<file path="config.mk">
export PLATFORM = sky130hd
export DESIGN_NAME = brc_bridge_reset_clock
export DESIGN_NICKNAME = d
export VERILOG_FILES = /design/src/brc_pkg.sv /design/src/brc_deglitch.sv /design/src/brc_tick_delay.sv /design/src/brc_bridge_reset_clock.sv
export SDC_FILE = /design/constraint.sdc
export NUM_CORES = 1
export LEC_CHECK = 0
export ABC_AREA = 1
export BUFFER_PORTS_ARGS = -buffer_cell sky130_fd_sc_hd__buf_2
export CAP_MARGIN = 0
export CORE_ASPECT_RATIO = 1.75
export CORE_MARGIN = 10
export CORE_UTILIZATION = 45
export CTS_CLUSTER_DIAMETER = 50
export DETAILED_ROUTE_END_ITERATION = 10
export MAX_ROUTING_LAYER = met4
export PLACE_DENSITY = 0.73
export RECOVER_POWER = 25
export SYNTH_ARGS = -nofsm -noshare
export SYNTH_HDL_FRONTEND = slang
export SYNTH_SLANG_ARGS = --single-unit
</file>
<file path="constraint.sdc">
create_clock -name MCLK_I -period 4.25 [get_ports MCLK_I]
set_input_delay 0.2125 -clock MCLK_I [delete_from_list [all_inputs] [get_ports MCLK_I]]
set_output_delay 0.2125 -clock MCLK_I [all_outputs]
set_load 0.05 [all_outputs]
</file>
<file path="src/brc_pkg.sv">
package brc_pkg;
	// Bridges and register bus
	localparam int BRC_NB = 2;
	localparam int BRC_AW = 5;
	localparam int BRC_DW = 32;
	localparam logic [4:0] BRC_OFS_CTRL_A = 5'h00;
	localparam logic [4:0] BRC_OFS_CTRL_B = 5'h04;
	localparam logic [4:0] BRC_OFS_STAT_A = 5'h08;
	localparam logic [4:0] BRC_OFS_STAT_B = 5'h0c;
	localparam logic [4:0] BRC_OFS_GLOBAL = 5'h10;

	// Control word fields
	localparam int BRC_CT_SDLY_LSB = 0;
	localparam int BRC_CT_FDLY_LSB = 4;
	localparam int BRC_CT_SSS = 8;
	localparam int BRC_CT_PWR = 9;
	localparam int BRC_CT_SET = 10;
	localparam int BRC_CT_MODE_LSB = 11;
	localparam int BRC_DLY_FIELD_W = 4;

	// Status word fields
	localparam int BRC_ST_SCF_LSB = 0;
	localparam int BRC_ST_CONV66 = 8;
	localparam int BRC_ST_HP = 9;
	localparam int BRC_ST_MODE_LSB = 10;
	localparam int BRC_ST_INRST = 15;

	// Global word fields
	localparam int BRC_GL_CAL_LSB = 0;
	localparam int BRC_GL_HPSTRAP = 8;
	localparam int BRC_GL_HPB_EN = 9;
	localparam int BRC_GL_LRA_LSB = 10;
	localparam int BRC_GL_LRB_LSB = 14;

	// Reset values
	localparam logic [3:0] BRC_RST_DLY = 4'h0;
	localparam logic [3:0] BRC_RST_LRATE = 4'h0;
	localparam logic [4:0] BRC_RST_STRAP = 5'h00;

	// Strap encodings
	localparam logic [1:0] BRC_CAP_GND = 2'h0;
	localparam logic [1:0] BRC_CAP_MID = 2'h1;
	localparam logic [1:0] BRC_GNT_133 = 2'h0;

	// Bus modes
	typedef enum logic [4:0] {
		BRC_M_C33 = 5'h01,
		BRC_M_C66 = 5'h02,
		BRC_M_X66 = 5'h04,
		BRC_M_X100 = 5'h08,
		BRC_M_X133 = 5'h10
	} brc_mode_t;

	// Request/grant/clock sets
	localparam logic [4:0] BRC_SETS_5 = 5'h1f;
	localparam logic [4:0] BRC_SETS_4 = 5'h0f;
	localparam logic [4:0] BRC_SETS_3 = 5'h07;

	// Reset sequencing states
	typedef enum logic [2:0] {
		BRC_ST_COLD = 3'h1,
		BRC_ST_WARM = 3'h2,
		BRC_ST_RUN = 3'h4
	} brc_state_t;

	// Timing
	localparam int BRC_CLK_KHZ = 200000;
	localparam int BRC_PG_STABLE_CYC = 6;
	localparam int BRC_NCO_W = 16;
	localparam int BRC_F33_KHZ = 33333;
	localparam int BRC_F66_KHZ = 66667;
	localparam int BRC_F100_KHZ = 100000;
	localparam int BRC_F133_KHZ = 133333;
	localparam int BRC_FFB_KHZ = 66000;
	localparam logic [15:0] BRC_INC_33 = 16'((64'(BRC_F33_KHZ) << 16) / BRC_CLK_KHZ);
	localparam logic [15:0] BRC_INC_66 = 16'((64'(BRC_F66_KHZ) << 16) / BRC_CLK_KHZ);
	localparam logic [15:0] BRC_INC_100 = 16'((64'(BRC_F100_KHZ) << 16) / BRC_CLK_KHZ);
	localparam logic [15:0] BRC_INC_133 = 16'((64'(BRC_F133_KHZ) << 16) / BRC_CLK_KHZ);
	localparam logic [15:0] BRC_INC_FB = 16'((64'(BRC_FFB_KHZ) << 16) / BRC_CLK_KHZ);
endpackage

</file>
<file path="src/brc_deglitch.sv">
module brc_deglitch
	import brc_pkg::*;
#(
	parameter int STABLE = BRC_PG_STABLE_CYC
)(
	// Clock and reset
	input wire logic clk_i,
	input wire logic rst_n_i,
	input wire logic ce_i,
	// Level
	input wire logic d_i,
	output logic q_o
);
	localparam int CW = $clog2(STABLE + 2);
	localparam logic [CW-1:0] LIMIT = CW'(STABLE + 1);
	logic [CW-1:0] cnt_ff;
	logic [CW-1:0] nxt_cnt;
	wire cnt_full = (cnt_ff == LIMIT);

	if (STABLE < 1)
	begin : g_chk
		$error("brc_deglitch: STABLE must be at least 1");
	end

	// Only the rising edge is filtered; a drop acts at once
	assign nxt_cnt = !d_i ? '0 : (cnt_full ? cnt_ff : cnt_ff + CW'(1));

	always_ff @(posedge clk_i or negedge rst_n_i)
	begin
		if (!rst_n_i)
		begin
			cnt_ff <= '0;
			q_o <= 1'b0;
		end
		else if (ce_i)
		begin
			cnt_ff <= nxt_cnt;
			q_o <= d_i && (nxt_cnt == LIMIT);
		end
	end

	AST_PG_RISE: assert property (@(posedge clk_i) disable iff (!rst_n_i || !ce_i) $rose(q_o) |-> $past(d_i, 1) && $past(d_i, 6)) else $error("good rose too early");
	AST_PG_FALL: assert property (@(posedge clk_i) disable iff (!rst_n_i || !ce_i) !d_i |=> !q_o) else $error("good did not drop");
endmodule

</file>
<file path="src/brc_tick_delay.sv">
module brc_tick_delay #(
	parameter int W = 4
)(
	// Clock and reset
	input wire logic clk_i,
	input wire logic rst_n_i,
	input wire logic ce_i,
	// Delay select and tick
	input wire logic [W-1:0] sel_i,
	input wire logic d_i,
	output logic q_o
);
	localparam int DEPTH = (1 << W) - 1;
	logic [DEPTH-1:0] sh_ff;
	wire [DEPTH:0] taps = {sh_ff, d_i};

	if (W < 1 || W > 8)
	begin : g_chk
		$error("brc_tick_delay: W out of range");
	end

	// One clock of delay per increment
	always_ff @(posedge clk_i or negedge rst_n_i)
	begin
		if (!rst_n_i)
		begin
			sh_ff <= '0;
			q_o <= 1'b0;
		end
		else if (ce_i)
		begin
			// Slice of taps keeps a one-stage line legal
			sh_ff <= taps[DEPTH-1:0];
			q_o <= taps[sel_i];
		end
	end

	AST_DLY_ZERO: assert property (@(posedge clk_i) disable iff (!rst_n_i || !ce_i) (sel_i == '0) && d_i |=> q_o) else $error("zero delay lost tick");
endmodule

</file>
<file path="src/brc_bridge_reset_clock.sv">
// Chosen here: the register offsets and the address-and-strobe port.
module brc_bridge_reset_clock
	import brc_pkg::*;
#(
	parameter int DLY_W = BRC_DLY_FIELD_W,
	// Calibration value, arbitrary default
	parameter logic [7:0] CAL_VALUE = 8'h10
)(
	// Clock, reset, enable
	input wire logic MCLK_I,
	input wire logic RST_N_I,
	input wire logic CE_I,
	// Board reset inputs
	input wire logic PWR_GOOD_I,
	input wire logic RESET_N_I,
	// Straps, index is bridge
	input wire logic [1:0][1:0] CAP_SENSE_I,
	input wire logic [1:0] M66_SENSE_I,
	input wire logic [1:0][1:0] GNT_STRAP_I,
	// Hot plug serial pin
	input wire logic HP_SDATA_I,
	output logic HP_SDATA_O,
	output logic HP_SDATA_OE_O,
	input wire logic HP_SHIFT_DATA_I,
	// Register port
	input wire logic [BRC_AW-1:0] REG_ADDR_I,
	input wire logic [BRC_DW-1:0] REG_WDATA_I,
	input wire logic REG_WR_I,
	input wire logic REG_RD_I,
	output logic [BRC_DW-1:0] REG_RDATA_O,
	// Reset status
	output logic COLD_RST_O,
	output logic WARM_RST_O,
	output logic [1:0] LINK_INIT_O,
	// Bridge outputs
	output logic [1:0][4:0] BUS_MODE_O,
	output logic [1:0][4:0] RGC_SET_EN_O,
	output logic [1:0] SLOT_FORCE_LOW_O,
	output logic [1:0] SEC_CLK_TICK_O,
	output logic [1:0] PLL_FB_TICK_O,
	// Link rate settings
	output logic [3:0] LINK_RATE_A_O,
	output logic [3:0] LINK_RATE_B_O
);
	if (DLY_W < 1 || DLY_W > BRC_DLY_FIELD_W)
	begin : g_chk
		$error("DLY_W does not fit the control word");
	end

	logic pg_ok;
	brc_state_t state_ff;
	brc_state_t nxt_state;
	logic [4:0] strap_ff [BRC_NB];
	logic hp_strap_ff;
	logic hpb_en_ff;
	logic [3:0] lra_ff;
	logic [3:0] lrb_ff;
	brc_mode_t mode_ff [BRC_NB];
	logic [DLY_W-1:0] sdly_ff [BRC_NB];
	logic [DLY_W-1:0] fdly_ff [BRC_NB];
	logic [BRC_NB-1:0] sss_ff;
	logic [BRC_NB-1:0] pwr_ff;
	logic [1:0] link_init_ff;
	logic [BRC_DW-1:0] rdata_ff;
	logic [BRC_DW-1:0] stat_word [BRC_NB];
	logic [BRC_DW-1:0] glob_word;
	wire [BRC_NB-1:0] hp = {hpb_en_ff, hp_strap_ff};
	wire in_rst = (state_ff != BRC_ST_RUN);
	wire wr_glob = REG_WR_I && (REG_ADDR_I == BRC_OFS_GLOBAL);

	// Unmapped addresses read as zero; set-mode fields read as zero
	wire [BRC_DW-1:0] ctrl_word0 = {16'h0, 5'h00, 1'b0, pwr_ff[0],
		sss_ff[0], 4'(fdly_ff[0]), 4'(sdly_ff[0])};
	wire [BRC_DW-1:0] ctrl_word1 = {16'h0, 5'h00, 1'b0, pwr_ff[1],
		sss_ff[1], 4'(fdly_ff[1]), 4'(sdly_ff[1])};
	wire [BRC_DW-1:0] rd_sel = (REG_ADDR_I == BRC_OFS_CTRL_A) ? ctrl_word0 :
		(REG_ADDR_I == BRC_OFS_CTRL_B) ? ctrl_word1 :
		(REG_ADDR_I == BRC_OFS_STAT_A) ? stat_word[0] :
		(REG_ADDR_I == BRC_OFS_STAT_B) ? stat_word[1] :
		(REG_ADDR_I == BRC_OFS_GLOBAL) ? glob_word : '0;

	brc_deglitch #(
		.STABLE(BRC_PG_STABLE_CYC)
	) u_pg (
		.clk_i(MCLK_I),
		.rst_n_i(RST_N_I),
		.ce_i(CE_I),
		.d_i(PWR_GOOD_I),
		.q_o(pg_ok)
	);

	always_comb
	begin
		nxt_state = state_ff;
		case (state_ff)
			BRC_ST_COLD: nxt_state = !pg_ok ? BRC_ST_COLD :
				(RESET_N_I ? BRC_ST_RUN : BRC_ST_WARM);
			BRC_ST_WARM: nxt_state = !pg_ok ? BRC_ST_COLD :
				(RESET_N_I ? BRC_ST_RUN : BRC_ST_WARM);
			BRC_ST_RUN: nxt_state = !pg_ok ? BRC_ST_COLD :
				(RESET_N_I ? BRC_ST_RUN : BRC_ST_WARM);
			default: nxt_state = BRC_ST_COLD;
		endcase
	end

	always_ff @(posedge MCLK_I or negedge RST_N_I)
	begin
		if (!RST_N_I)
		begin
			state_ff <= BRC_ST_COLD;
			link_init_ff <= 2'h0;
			hp_strap_ff <= 1'b0;
			hpb_en_ff <= 1'b0;
			lra_ff <= BRC_RST_LRATE;
			lrb_ff <= BRC_RST_LRATE;
			rdata_ff <= '0;
		end
		else if (CE_I)
		begin
			state_ff <= nxt_state;
			link_init_ff <= {2{in_rst && (nxt_state == BRC_ST_RUN)}};
			// hot plug strap from serial pin
			if (!pg_ok)
				hp_strap_ff <= HP_SDATA_I;
			if (wr_glob)
			begin
				hpb_en_ff <= REG_WDATA_I[BRC_GL_HPB_EN];
				lra_ff <= REG_WDATA_I[BRC_GL_LRA_LSB +: 4];
				lrb_ff <= REG_WDATA_I[BRC_GL_LRB_LSB +: 4];
			end
			rdata_ff <= REG_RD_I ? rd_sel : '0;
		end
	end

	// Serial pin is input only while the deglitched power good is low
	assign HP_SDATA_OE_O = pg_ok;
	assign HP_SDATA_O = (|hp) ? HP_SHIFT_DATA_I : 1'b0;

	for (genvar i = 0; i < BRC_NB; i++)
	begin : g_br
		localparam logic [4:0] CT_OFS = (i == 0) ? BRC_OFS_CTRL_A :
			BRC_OFS_CTRL_B;
		wire [1:0] cap = strap_ff[i][4:3];
		wire m66 = strap_ff[i][2];
		wire [1:0] gnt = strap_ff[i][1:0];
		wire wr_ctrl = REG_WR_I && (REG_ADDR_I == CT_OFS);
		wire [4:0] req_mode = REG_WDATA_I[BRC_CT_MODE_LSB +: 5];
		wire req_ok = (req_mode != 5'h00) &&
			((req_mode & (req_mode - 5'h01)) == 5'h00);
		wire conv66 = (cap == BRC_CAP_GND) && m66;
		brc_mode_t strap_mode;
		brc_mode_t nxt_mode;
		logic [BRC_NCO_W:0] s_sum;
		logic [BRC_NCO_W:0] f_sum;
		logic [BRC_NCO_W-1:0] sacc_ff;
		logic [BRC_NCO_W-1:0] facc_ff;
		logic s_tick_ff;
		logic f_tick_ff;
		logic [BRC_NCO_W-1:0] inc;

		assign strap_mode = (cap == BRC_CAP_GND) ?
			(m66 ? BRC_M_C66 : BRC_M_C33) :
			(cap == BRC_CAP_MID) ? BRC_M_X66 :
			((gnt == BRC_GNT_133) ? BRC_M_X133 : BRC_M_X100);

		// hot plug forced to 33 in reset
		assign nxt_mode = in_rst ? (hp[i] ? BRC_M_C33 : strap_mode) :
			(wr_ctrl && REG_WDATA_I[BRC_CT_SET] && hp[i] && req_ok) ?
			brc_mode_t'(req_mode) : mode_ff[i];

		assign inc = (mode_ff[i] == BRC_M_C33) ? BRC_INC_33 :
			(mode_ff[i] == BRC_M_X100) ? BRC_INC_100 :
			(mode_ff[i] == BRC_M_X133) ? BRC_INC_133 : BRC_INC_66;
		assign s_sum = {1'b0, sacc_ff} + {1'b0, inc};
		assign f_sum = {1'b0, facc_ff} + {1'b0, BRC_INC_FB};

		always_ff @(posedge MCLK_I or negedge RST_N_I)
		begin
			if (!RST_N_I)
			begin
				strap_ff[i] <= BRC_RST_STRAP;
				mode_ff[i] <= BRC_M_C33;
				sdly_ff[i] <= DLY_W'(BRC_RST_DLY);
				fdly_ff[i] <= DLY_W'(BRC_RST_DLY);
				sss_ff[i] <= 1'b0;
				pwr_ff[i] <= 1'b0;
				sacc_ff <= '0;
				facc_ff <= '0;
				s_tick_ff <= 1'b0;
				f_tick_ff <= 1'b0;
				RGC_SET_EN_O[i] <= BRC_SETS_5;
				SLOT_FORCE_LOW_O[i] <= 1'b0;
			end
			else if (CE_I)
			begin
				if (!pg_ok)
					strap_ff[i] <= {CAP_SENSE_I[i], M66_SENSE_I[i],
						GNT_STRAP_I[i]};
				mode_ff[i] <= nxt_mode;
				if (wr_ctrl)
				begin
					sdly_ff[i] <= REG_WDATA_I[BRC_CT_SDLY_LSB +: DLY_W];
					fdly_ff[i] <= REG_WDATA_I[BRC_CT_FDLY_LSB +: DLY_W];
					sss_ff[i] <= REG_WDATA_I[BRC_CT_SSS];
					pwr_ff[i] <= REG_WDATA_I[BRC_CT_PWR];
				end
				sacc_ff <= s_sum[BRC_NCO_W-1:0];
				facc_ff <= f_sum[BRC_NCO_W-1:0];
				s_tick_ff <= s_sum[BRC_NCO_W];
				f_tick_ff <= f_sum[BRC_NCO_W];
				RGC_SET_EN_O[i] <= (mode_ff[i] == BRC_M_C33) ? BRC_SETS_5 :
					(mode_ff[i] == BRC_M_X133) ? BRC_SETS_3 : BRC_SETS_4;
				SLOT_FORCE_LOW_O[i] <= hp[i] && sss_ff[i] && !pwr_ff[i];
			end
		end

		brc_tick_delay #(
			.W(DLY_W)
		) u_sdly (
			.clk_i(MCLK_I),
			.rst_n_i(RST_N_I),
			.ce_i(CE_I),
			.sel_i(sdly_ff[i]),
			.d_i(s_tick_ff),
			.q_o(SEC_CLK_TICK_O[i])
		);
		brc_tick_delay #(
			.W(DLY_W)
		) u_fdly (
			.clk_i(MCLK_I),
			.rst_n_i(RST_N_I),
			.ce_i(CE_I),
			.sel_i(fdly_ff[i]),
			.d_i(f_tick_ff),
			.q_o(PLL_FB_TICK_O[i])
		);

		always_comb
		begin
			stat_word[i] = '0;
			stat_word[i][BRC_ST_SCF_LSB +: 5] = strap_ff[i];
			stat_word[i][BRC_ST_CONV66] = conv66;
			stat_word[i][BRC_ST_HP] = hp[i];
			stat_word[i][BRC_ST_MODE_LSB +: 5] = mode_ff[i];
			stat_word[i][BRC_ST_INRST] = in_rst;
		end

		assign BUS_MODE_O[i] = mode_ff[i];

		AST_HP_FORCE: assert property (@(posedge MCLK_I) disable iff (!RST_N_I || !CE_I) in_rst && hp[i] |=> mode_ff[i] == BRC_M_C33) else $error("hot plug bridge not forced");
		AST_SETS_133: assert property (@(posedge MCLK_I) disable iff (!RST_N_I || !CE_I) mode_ff[i] == BRC_M_X133 |=> RGC_SET_EN_O[i] == BRC_SETS_3) else $error("wrong set mask at 133");
		AST_SLOT_LOW: assert property (@(posedge MCLK_I) disable iff (!RST_N_I || !CE_I) hp[i] && sss_ff[i] && !pwr_ff[i] |=> SLOT_FORCE_LOW_O[i]) else $error("slot not forced low");
		AST_STRAP_HOLD: assert property (@(posedge MCLK_I) disable iff (!RST_N_I) pg_ok |=> $stable(strap_ff[i])) else $error("strap changed after power good");
		AST_CONV33: assert property (@(posedge MCLK_I) disable iff (!RST_N_I || !CE_I) in_rst && !hp[i] && cap == BRC_CAP_GND && !m66 |=> mode_ff[i] == BRC_M_C33) else $error("grounded strap not 33");
		AST_X133: assert property (@(posedge MCLK_I) disable iff (!RST_N_I || !CE_I) in_rst && !hp[i] && cap[1] && gnt == BRC_GNT_133 |=> mode_ff[i] == BRC_M_X133) else $error("pullup strap not 133");
	end

	always_comb
	begin
		glob_word = '0;
		glob_word[BRC_GL_CAL_LSB +: 8] = CAL_VALUE;
		glob_word[BRC_GL_HPSTRAP] = hp_strap_ff;
		glob_word[BRC_GL_HPB_EN] = hpb_en_ff;
		glob_word[BRC_GL_LRA_LSB +: 4] = lra_ff;
		glob_word[BRC_GL_LRB_LSB +: 4] = lrb_ff;
	end

	assign REG_RDATA_O = rdata_ff;
	assign COLD_RST_O = (state_ff == BRC_ST_COLD);
	assign WARM_RST_O = (state_ff == BRC_ST_WARM);
	assign LINK_INIT_O = link_init_ff;
	assign LINK_RATE_A_O = lra_ff;
	assign LINK_RATE_B_O = lrb_ff;

	AST_COLD: assert property (@(posedge MCLK_I) disable iff (!RST_N_I || !CE_I) !pg_ok |=> COLD_RST_O && !WARM_RST_O) else $error("cold reset missed");
	AST_WARM: assert property (@(posedge MCLK_I) disable iff (!RST_N_I || !CE_I) pg_ok && !RESET_N_I |=> WARM_RST_O && !COLD_RST_O) else $error("warm reset missed");
	AST_LINK_INIT: assert property (@(posedge MCLK_I) disable iff (!RST_N_I || !CE_I) in_rst && nxt_state == BRC_ST_RUN |=> LINK_INIT_O == 2'h3 ##1 LINK_INIT_O == 2'h0) else $error("link start not one pulse");
	AST_HP_PIN: assert property (@(posedge MCLK_I) disable iff (!RST_N_I || !CE_I) !PWR_GOOD_I |=> !HP_SDATA_OE_O) else $error("serial pin driven during strap");
endmodule

</file>
; Yosys cells after proc, flatten, opt, wreduce, memory -nomap -nowiden
; Index checks and enable logic that the tools add are counted.
; W data, S select, Z words.
[word_totals]
word_cells = 153
register_bits = 234
output_inout_bits = 72
input_bits = 56
[op_classes]
bitwise_logic = 2
n_reduce_logical = 37
order_cmp = 4
mux = 44
add_sub_neg = 6
n_eq_ne = 19
[op_table]
columns = operator, count
row1 = $mux W18, 6
row2 = $mux W16, 6
row3 = $mux W5, 14
row4 = $add A16 B15 Y17 const B, 2
row5 = $add A16 B16 Y17, 2
row6 = $eq A5 B4 Y1 const B, 4
row7 = $lt A4 B5 Y1 const B, 4
row8 = $logic_and A1 B1 Y1, 18
row9 = $bmux W1 S4, 4
row10 = $eq A5 B5 Y1 const B, 3
row11 = $mux W3, 5
row12 = $eq A3 B3 Y1 const B, 4
row13 = $reduce_and A2 Y1, 6
row14 = $eq A5 B1 Y1 const B, 2
row15 = $logic_not A5 Y1, 2
row16 = $logic_not A2 Y1, 4
row17 = $mux W4, 2
row18 = $and A5 B5 Y5, 1
row19 = $eq A5 B3 Y1 const B, 1
row20 = $mux W1, 5
row21 = $reduce_bool A5 Y1, 1
row22 = $sub A5 B1 Y5 const B, 1
row23 = $eq A2 B1 Y1 const B, 2
row24 = $mux W2, 2
row25 = 9 further kinds, 11

; Logic depth before layout (Yosys ltp)
[logic_depth]
depth_word = 7
mapped_depth = 15
mapped_depth_nobuf = 15

; By module
; From an unflattened synthesis, not the netlist that was laid out.
[hier_totals]
hier_cells = 1612
area_unflattened_um2 = 11952.7
[modules_own_cells]
columns = mod, area_per_inst_um2, cells_each, instances, seq_area_each_um2
row1 = brc_bridge_reset_clock, 8683.3, 1189, 1, 3612.2
row2 = brc_tick_delay, 765.7, 99, 4, 400.4
row3 = brc_deglitch, 206.4, 27, 1, 100.1

; Least setup slack after synthesis
; Ideal clock, no wire load.
[synth_path]
kind = register to register
start = register mode_ff (netlist bit BUS_MODE_O[0])
end = register g_br[0].sacc_ff[12]
path_buffers = 0
arrival_ns = 2.808
synth_period_minus_slack_ns = 2.926
setup_time_ns = 0.118
path_slack_ns = 1.324
required_ns = 4.132
stages_incl_launch_ff = 16
cell_sequence = dfstp_2 -> nor2_1 -> nand3_1 -> nand2_1 -> a31oi_1 -> ha_1 -> inv_1 -> fa_1 -> inv_1 -> nand3_1 -> nand3_1 -> nand2_1 -> nand3_1 -> nand2_1 -> nand3_1 -> nand2_1
[synth_via]
elab_chain_cells = 5
word_cells_on_any_way = 7
cone_classes = 1 x add/sub / 3 x eq/ne / 3 x mux
[synth_rtl]
columns = item, line
row1 = "start, declared", brc_bridge_reset_clock.sv:58  ; brc_mode_t mode_ff [BRC_NB];
row2 = "start signal, assigned by index", brc_bridge_reset_clock.sv:199  ; mode_ff[i] <= nxt_mode;
row3 = $eq A5 B5 Y1, brc_bridge_reset_clock.sv:173  ; (mode_ff[i] == BRC_M_X133) ? BRC_INC_133 : BRC_INC_66;
row4 = $mux W16, brc_bridge_reset_clock.sv:173
row5 = $mux W16, brc_bridge_reset_clock.sv:172  ; (mode_ff[i] == BRC_M_X100) ? BRC_INC_100 :
row6 = $mux W16 *, brc_bridge_reset_clock.sv:171  ; assign inc = (mode_ff[i] == BRC_M_C33) ? BRC_INC_33 :
row7 = $add A16 B16 Y17 *, brc_bridge_reset_clock.sv:174  ; assign s_sum = {1'b0, sacc_ff} + {1'b0, inc};
row8 = "end signal, assigned", brc_bridge_reset_clock.sv:207  ; sacc_ff <= s_sum[BRC_NCO_W-1:0];
row9 = "end, declared", brc_bridge_reset_clock.sv:155  ; logic [BRC_NCO_W-1:0] sacc_ff;
; Mark *: on every way between the ends. The rest lies on a longest branch, timed or not.
; A chain may end at the register's enable or synchronous reset.

; Final worst setup path
; Same ends and word-level chain as after synthesis.

==> flow_metrics.py <==
metrics = {
    "placement": {
        "post_dp_cell_area_um2": 12400,
        "dp_hpwl_um": 21700,
        "routabilityCongestion": 0.924,
        "port_buffers": 93,
        "preCtsSetupSlack_ns": 1.40,
    },
    "layout": {
        "layout_commonest_cell": "nand2_1",
        "layout.cells.most_common_list": "nand2_1 (585), dfrtp_1 (205), inv_1 (205)",
        "utilization_pct": 51.6,
        "area_growth_pct": 13.1,
        "antennaDiodeCount": 0,
        "multi_input_area_um2": 5390,
        "final_cell_area_um2": 13300,
        "fillCellCount": 2428,
        "nets": 1785,
        "seq_area_um2": 5310,
        "drive_gt1_share_pct": 9.62,
    },
    "timing": {
        "slew-limit-headroom_pct": -90.3,
        "worstMarginPinSlew_ns": 2.85,
        "rsz0062_at_grt": "false",
        "finalHoldViolations": 0,
        "clock-skew-final_ns": 0.0177,
        "fmax_ghz": 0.349,
        "setup_violations": 0,
        "fin_tns_setup_ns": 0,
        "period_minus_slack_ns": 2.87,
        "period_share_pct": 67.4,
        "finalWorstSetupSlack_ns": 1.38,
        "drv_slew": 112,
    },
    "power_and_ir_drop": {
        "powerDensity_nw_per_um2": 599,
        "power.total_w": 0.00800,
        "peakVddDrop_mv": 0.364,
        "power_leakage_nw": 7.19,
    },
    "outcome": {
        "violations": "capacitance limit, slew limit",
        "outcome": "complete, but fails checks",
    },
    "yosys": {
        "synth_cell_types": 42,
        "synth_cells": 1591,
        "synth-xor-area-share_pct": 1.86,
        "synth_mux_area_share_pct": 1.45,
        "synth-simple-area-share_pct": 28.4,
        "ys_ff_latch": 212,
        "synth_top_flop_cell": "dfrtp_1",
        "synth_edf_count": 0,
        "synth-compound-area-share_pct": 9.35,
        "synth_fa_ha_area_share_pct": 4.05,
        "seq_area_frac_synth_pct": 45.0,
        "synth_warnings": 0,
        "netlist_area_um2": 11800,
        "async_reset_ff_share_pct": 100,
        "synth_top_family_by_area": "simple AND/OR/NAND/NOR gates",
        "syn_avg_cell_area_um2": 7.42,
    },
    "worst_setup_path": {
        "crit_chain": "nor2_1 -> nand3_1 -> nand2_1 -> a31oi_1 -> buf_4 -> ha_1 -> inv_1 -> fa_1 -> inv_1 -> nand3_1 -> nand3_1 -> nand2_1 -> nand3_1 -> nand2_1 -> nand3_1 -> nand2_1",
        "max_stage_delay_ns": 0.57,
        "cp.required_ns": 4.65,
        "reg2reg_depth": 16,
        "cp-end-kind": "register",
        "rrSetupSlack_ns": 1.38,
        "crit_fanout": 9,
        "r2r-end": "g_br[0].sacc_ff[12]",
        "path_buf_inv": 3,
        "critPathSlowestCell": "dfstp_2",
        "crit_path_start_kind": "register",
        "timing.rr.start": "BUS_MODE_O[0]",
        "worstPathArrival_ns": 3.27,
        "critPathTopFamily": "simple AND/OR/NAND/NOR gates",
        "crit_top_cell": "nand3_1",
        "worstSetupPathType": "reg -> reg",
    },
    "routing": {
        "drc_errors": 0,
        "ant_nets": 0,
        "vias": 10400,
        "drtIter0Drc": 645,
        "drt-total-wl_um": 29800,
        "wl_per_cell_um": 14.7,
        "viasPerCell": 5.14,
        "first_pass_iters": 5,
    },
    "floorplan": {
        "rows": 78,
        "core_area_um2": 25900,
        "die_w_um": 142,
        "dieArea_um2": 33400,
        "io_pins": 128,
        "start_util_pct": 45.6,
        "die_h_um": 234,
    },
    "min_path": {
        "hold_class": "in -> reg",
        "min_from": "REG_WDATA_I[3]",
        "holdPathStages": 3,
        "whs_endpoint": "ctrl_word0[3]",
    },
    "cts": {
        "cts_resized": 0,
        "cts.sinks": 212,
        "root_buffer": "clkbuf_16",
        "numCtsBuffers": 21,
        "cts_setup_buffers": 0,
        "htree_levels": 1,
        "clk_pin_slew_ns": 0.06,
        "cts_buffer_depth": 3,
        "clk_latency_ns": 0.51,
        "cts_tree": "done",
    },
    "global_route": {
        "grt_max_degree": 112,
        "first_global_vias": 10400,
        "overflow": 0,
        "track_usage_pct": 18.1,
        "antenna_found_initial": 0,
        "grt_pass1_wl_um": 49200,
    },
    "flow_run": {
        "cap_violations": 1,
    },
}
[flip-flops by register name (all words and copies together), names as in the netlist, 3 cells and up]
| signal | cells |
|---|---|
| g_br.u_fdly.sh_ff | 30 |
| g_br.sacc_ff | 32 |
| g_br.facc_ff | 30 |
| state_ff | 3 |
| LINK_RATE_B_O | 4 |
| u_pg.cnt_ff | 3 |
| g_br.u_sdly.sh_ff | 30 |
| ctrl_word0 | 10 |
| RGC_SET_EN_O | 4 |
| g_br.cap | 4 |
| ctrl_word1 | 10 |
| g_br.gnt | 4 |
| LINK_RATE_A_O | 4 |
| REG_RDATA_O | 18 |
| BUS_MODE_O | 10 |
[routing by layer]
metal / wire (µm) / track usage [%] / vias up / share of wire (%)
met1: 11300 / 18.2 / 4910 / 38
li1: - / - / 5184 / -
met4: 1340 / 8.91 / 0 / 4.5
met3: 1180 / 2.57 / 81 / 4.0
met2: 16000 / 33.3 / 223 / 54
met5: 0 / - / - / 0
[worst max-delay path by stage]
stage          slack [ns]             endpoint  depth (start not counted)     startpoint
2_1_floorplan        1.32  g_br[0].sacc_ff[12]                         15  BUS_MODE_O[0]
3_3_place_gp         1.45  g_br[0].sacc_ff[12]                         16  BUS_MODE_O[0]
3_5_place_dp         1.40  g_br[0].sacc_ff[12]                         16  BUS_MODE_O[0]
4_1_cts              1.40  g_br[0].sacc_ff[12]                         16  BUS_MODE_O[0]
5_1_grt              0.85       REG_RDATA_O[5]                          3        RST_N_I
6_report             1.38  g_br[0].sacc_ff[12]                         16  BUS_MODE_O[0]
[synthesized netlist by cell type (all sizes together) (11+ instances only)]
| library cell | number | share of area (%) |
|---|---|---|
| o211ai | 11 | 0.70 |
| nor2 | 65 | 2.2 |
| dfrtp | 205 | 43 |
| mux2 | 13 | 1.4 |
| nand3 | 132 | 5.6 |
| xor2 | 16 | 1.2 |
| o21ai | 128 | 5.4 |
| nand2 | 586 | 19 |
| ha | 35 | 3.7 |
| a21oi | 54 | 2.3 |
| buf | 44 | 2.4 |
| clkbuf | 22 | 0.70 |
| nor3 | 15 | 0.73 |
| inv | 207 | 6.6 |
[worst register-to-register path: cells and delay by family, from the launching register on]
kind                     cells  cell delay, ns
AO/OA/AOI/OAI                1            0.23
adder cells (fa/ha/maj)      2            0.55
buffers and inverters        3            0.37
AND/OR/NAND/NOR             10            1.03
flip-flops                   1            0.57
[through the flow]
stage | std cells | hold WS [ns]
after floorplan | 1609 | -0.0831
after global placement | 1964 | 0.395
after detailed placement | 1964 | 0.397
after CTS | 2024 | 0.00242
after global routing | 2024 | 0.00939
final | 2024 | 0.0172
[repair_timing]
action                                 in CTS  in global routing
hold buffers                               25                  0
setup endpoints to repair                   0                  0
endpoints found under the hold margin     136                  0
[final cells by class]
type,instances,area share [%]
Clock buffer,29,4.54
Clock inverter,6,0.478
Inverter,211,5.95
Multi-Input combinational cell,1120,40.4
Sequential cell,212,39.8
Tap cell,320,3.00
Timing Repair Buffer,126,5.83
[cell families after synthesis]
family	Yosys count
muxes	14
DFF	212
other	2
adders and majority gates	37
buffers and inverters	277
and+or+nand+nor	816
xor gates and xnor gates	25
AOI/OAI and AO/OA	208
[power by group]
group          switching (W)  internal, W  leakage (nW)  total (W)
sequential          0.000445      0.00257          2.70    0.00302
combinational        0.00199      0.00113          4.17    0.00312
clock               0.000800      0.00106         0.325    0.00186
No activity file was read; power rests on OpenSTA's default activity.
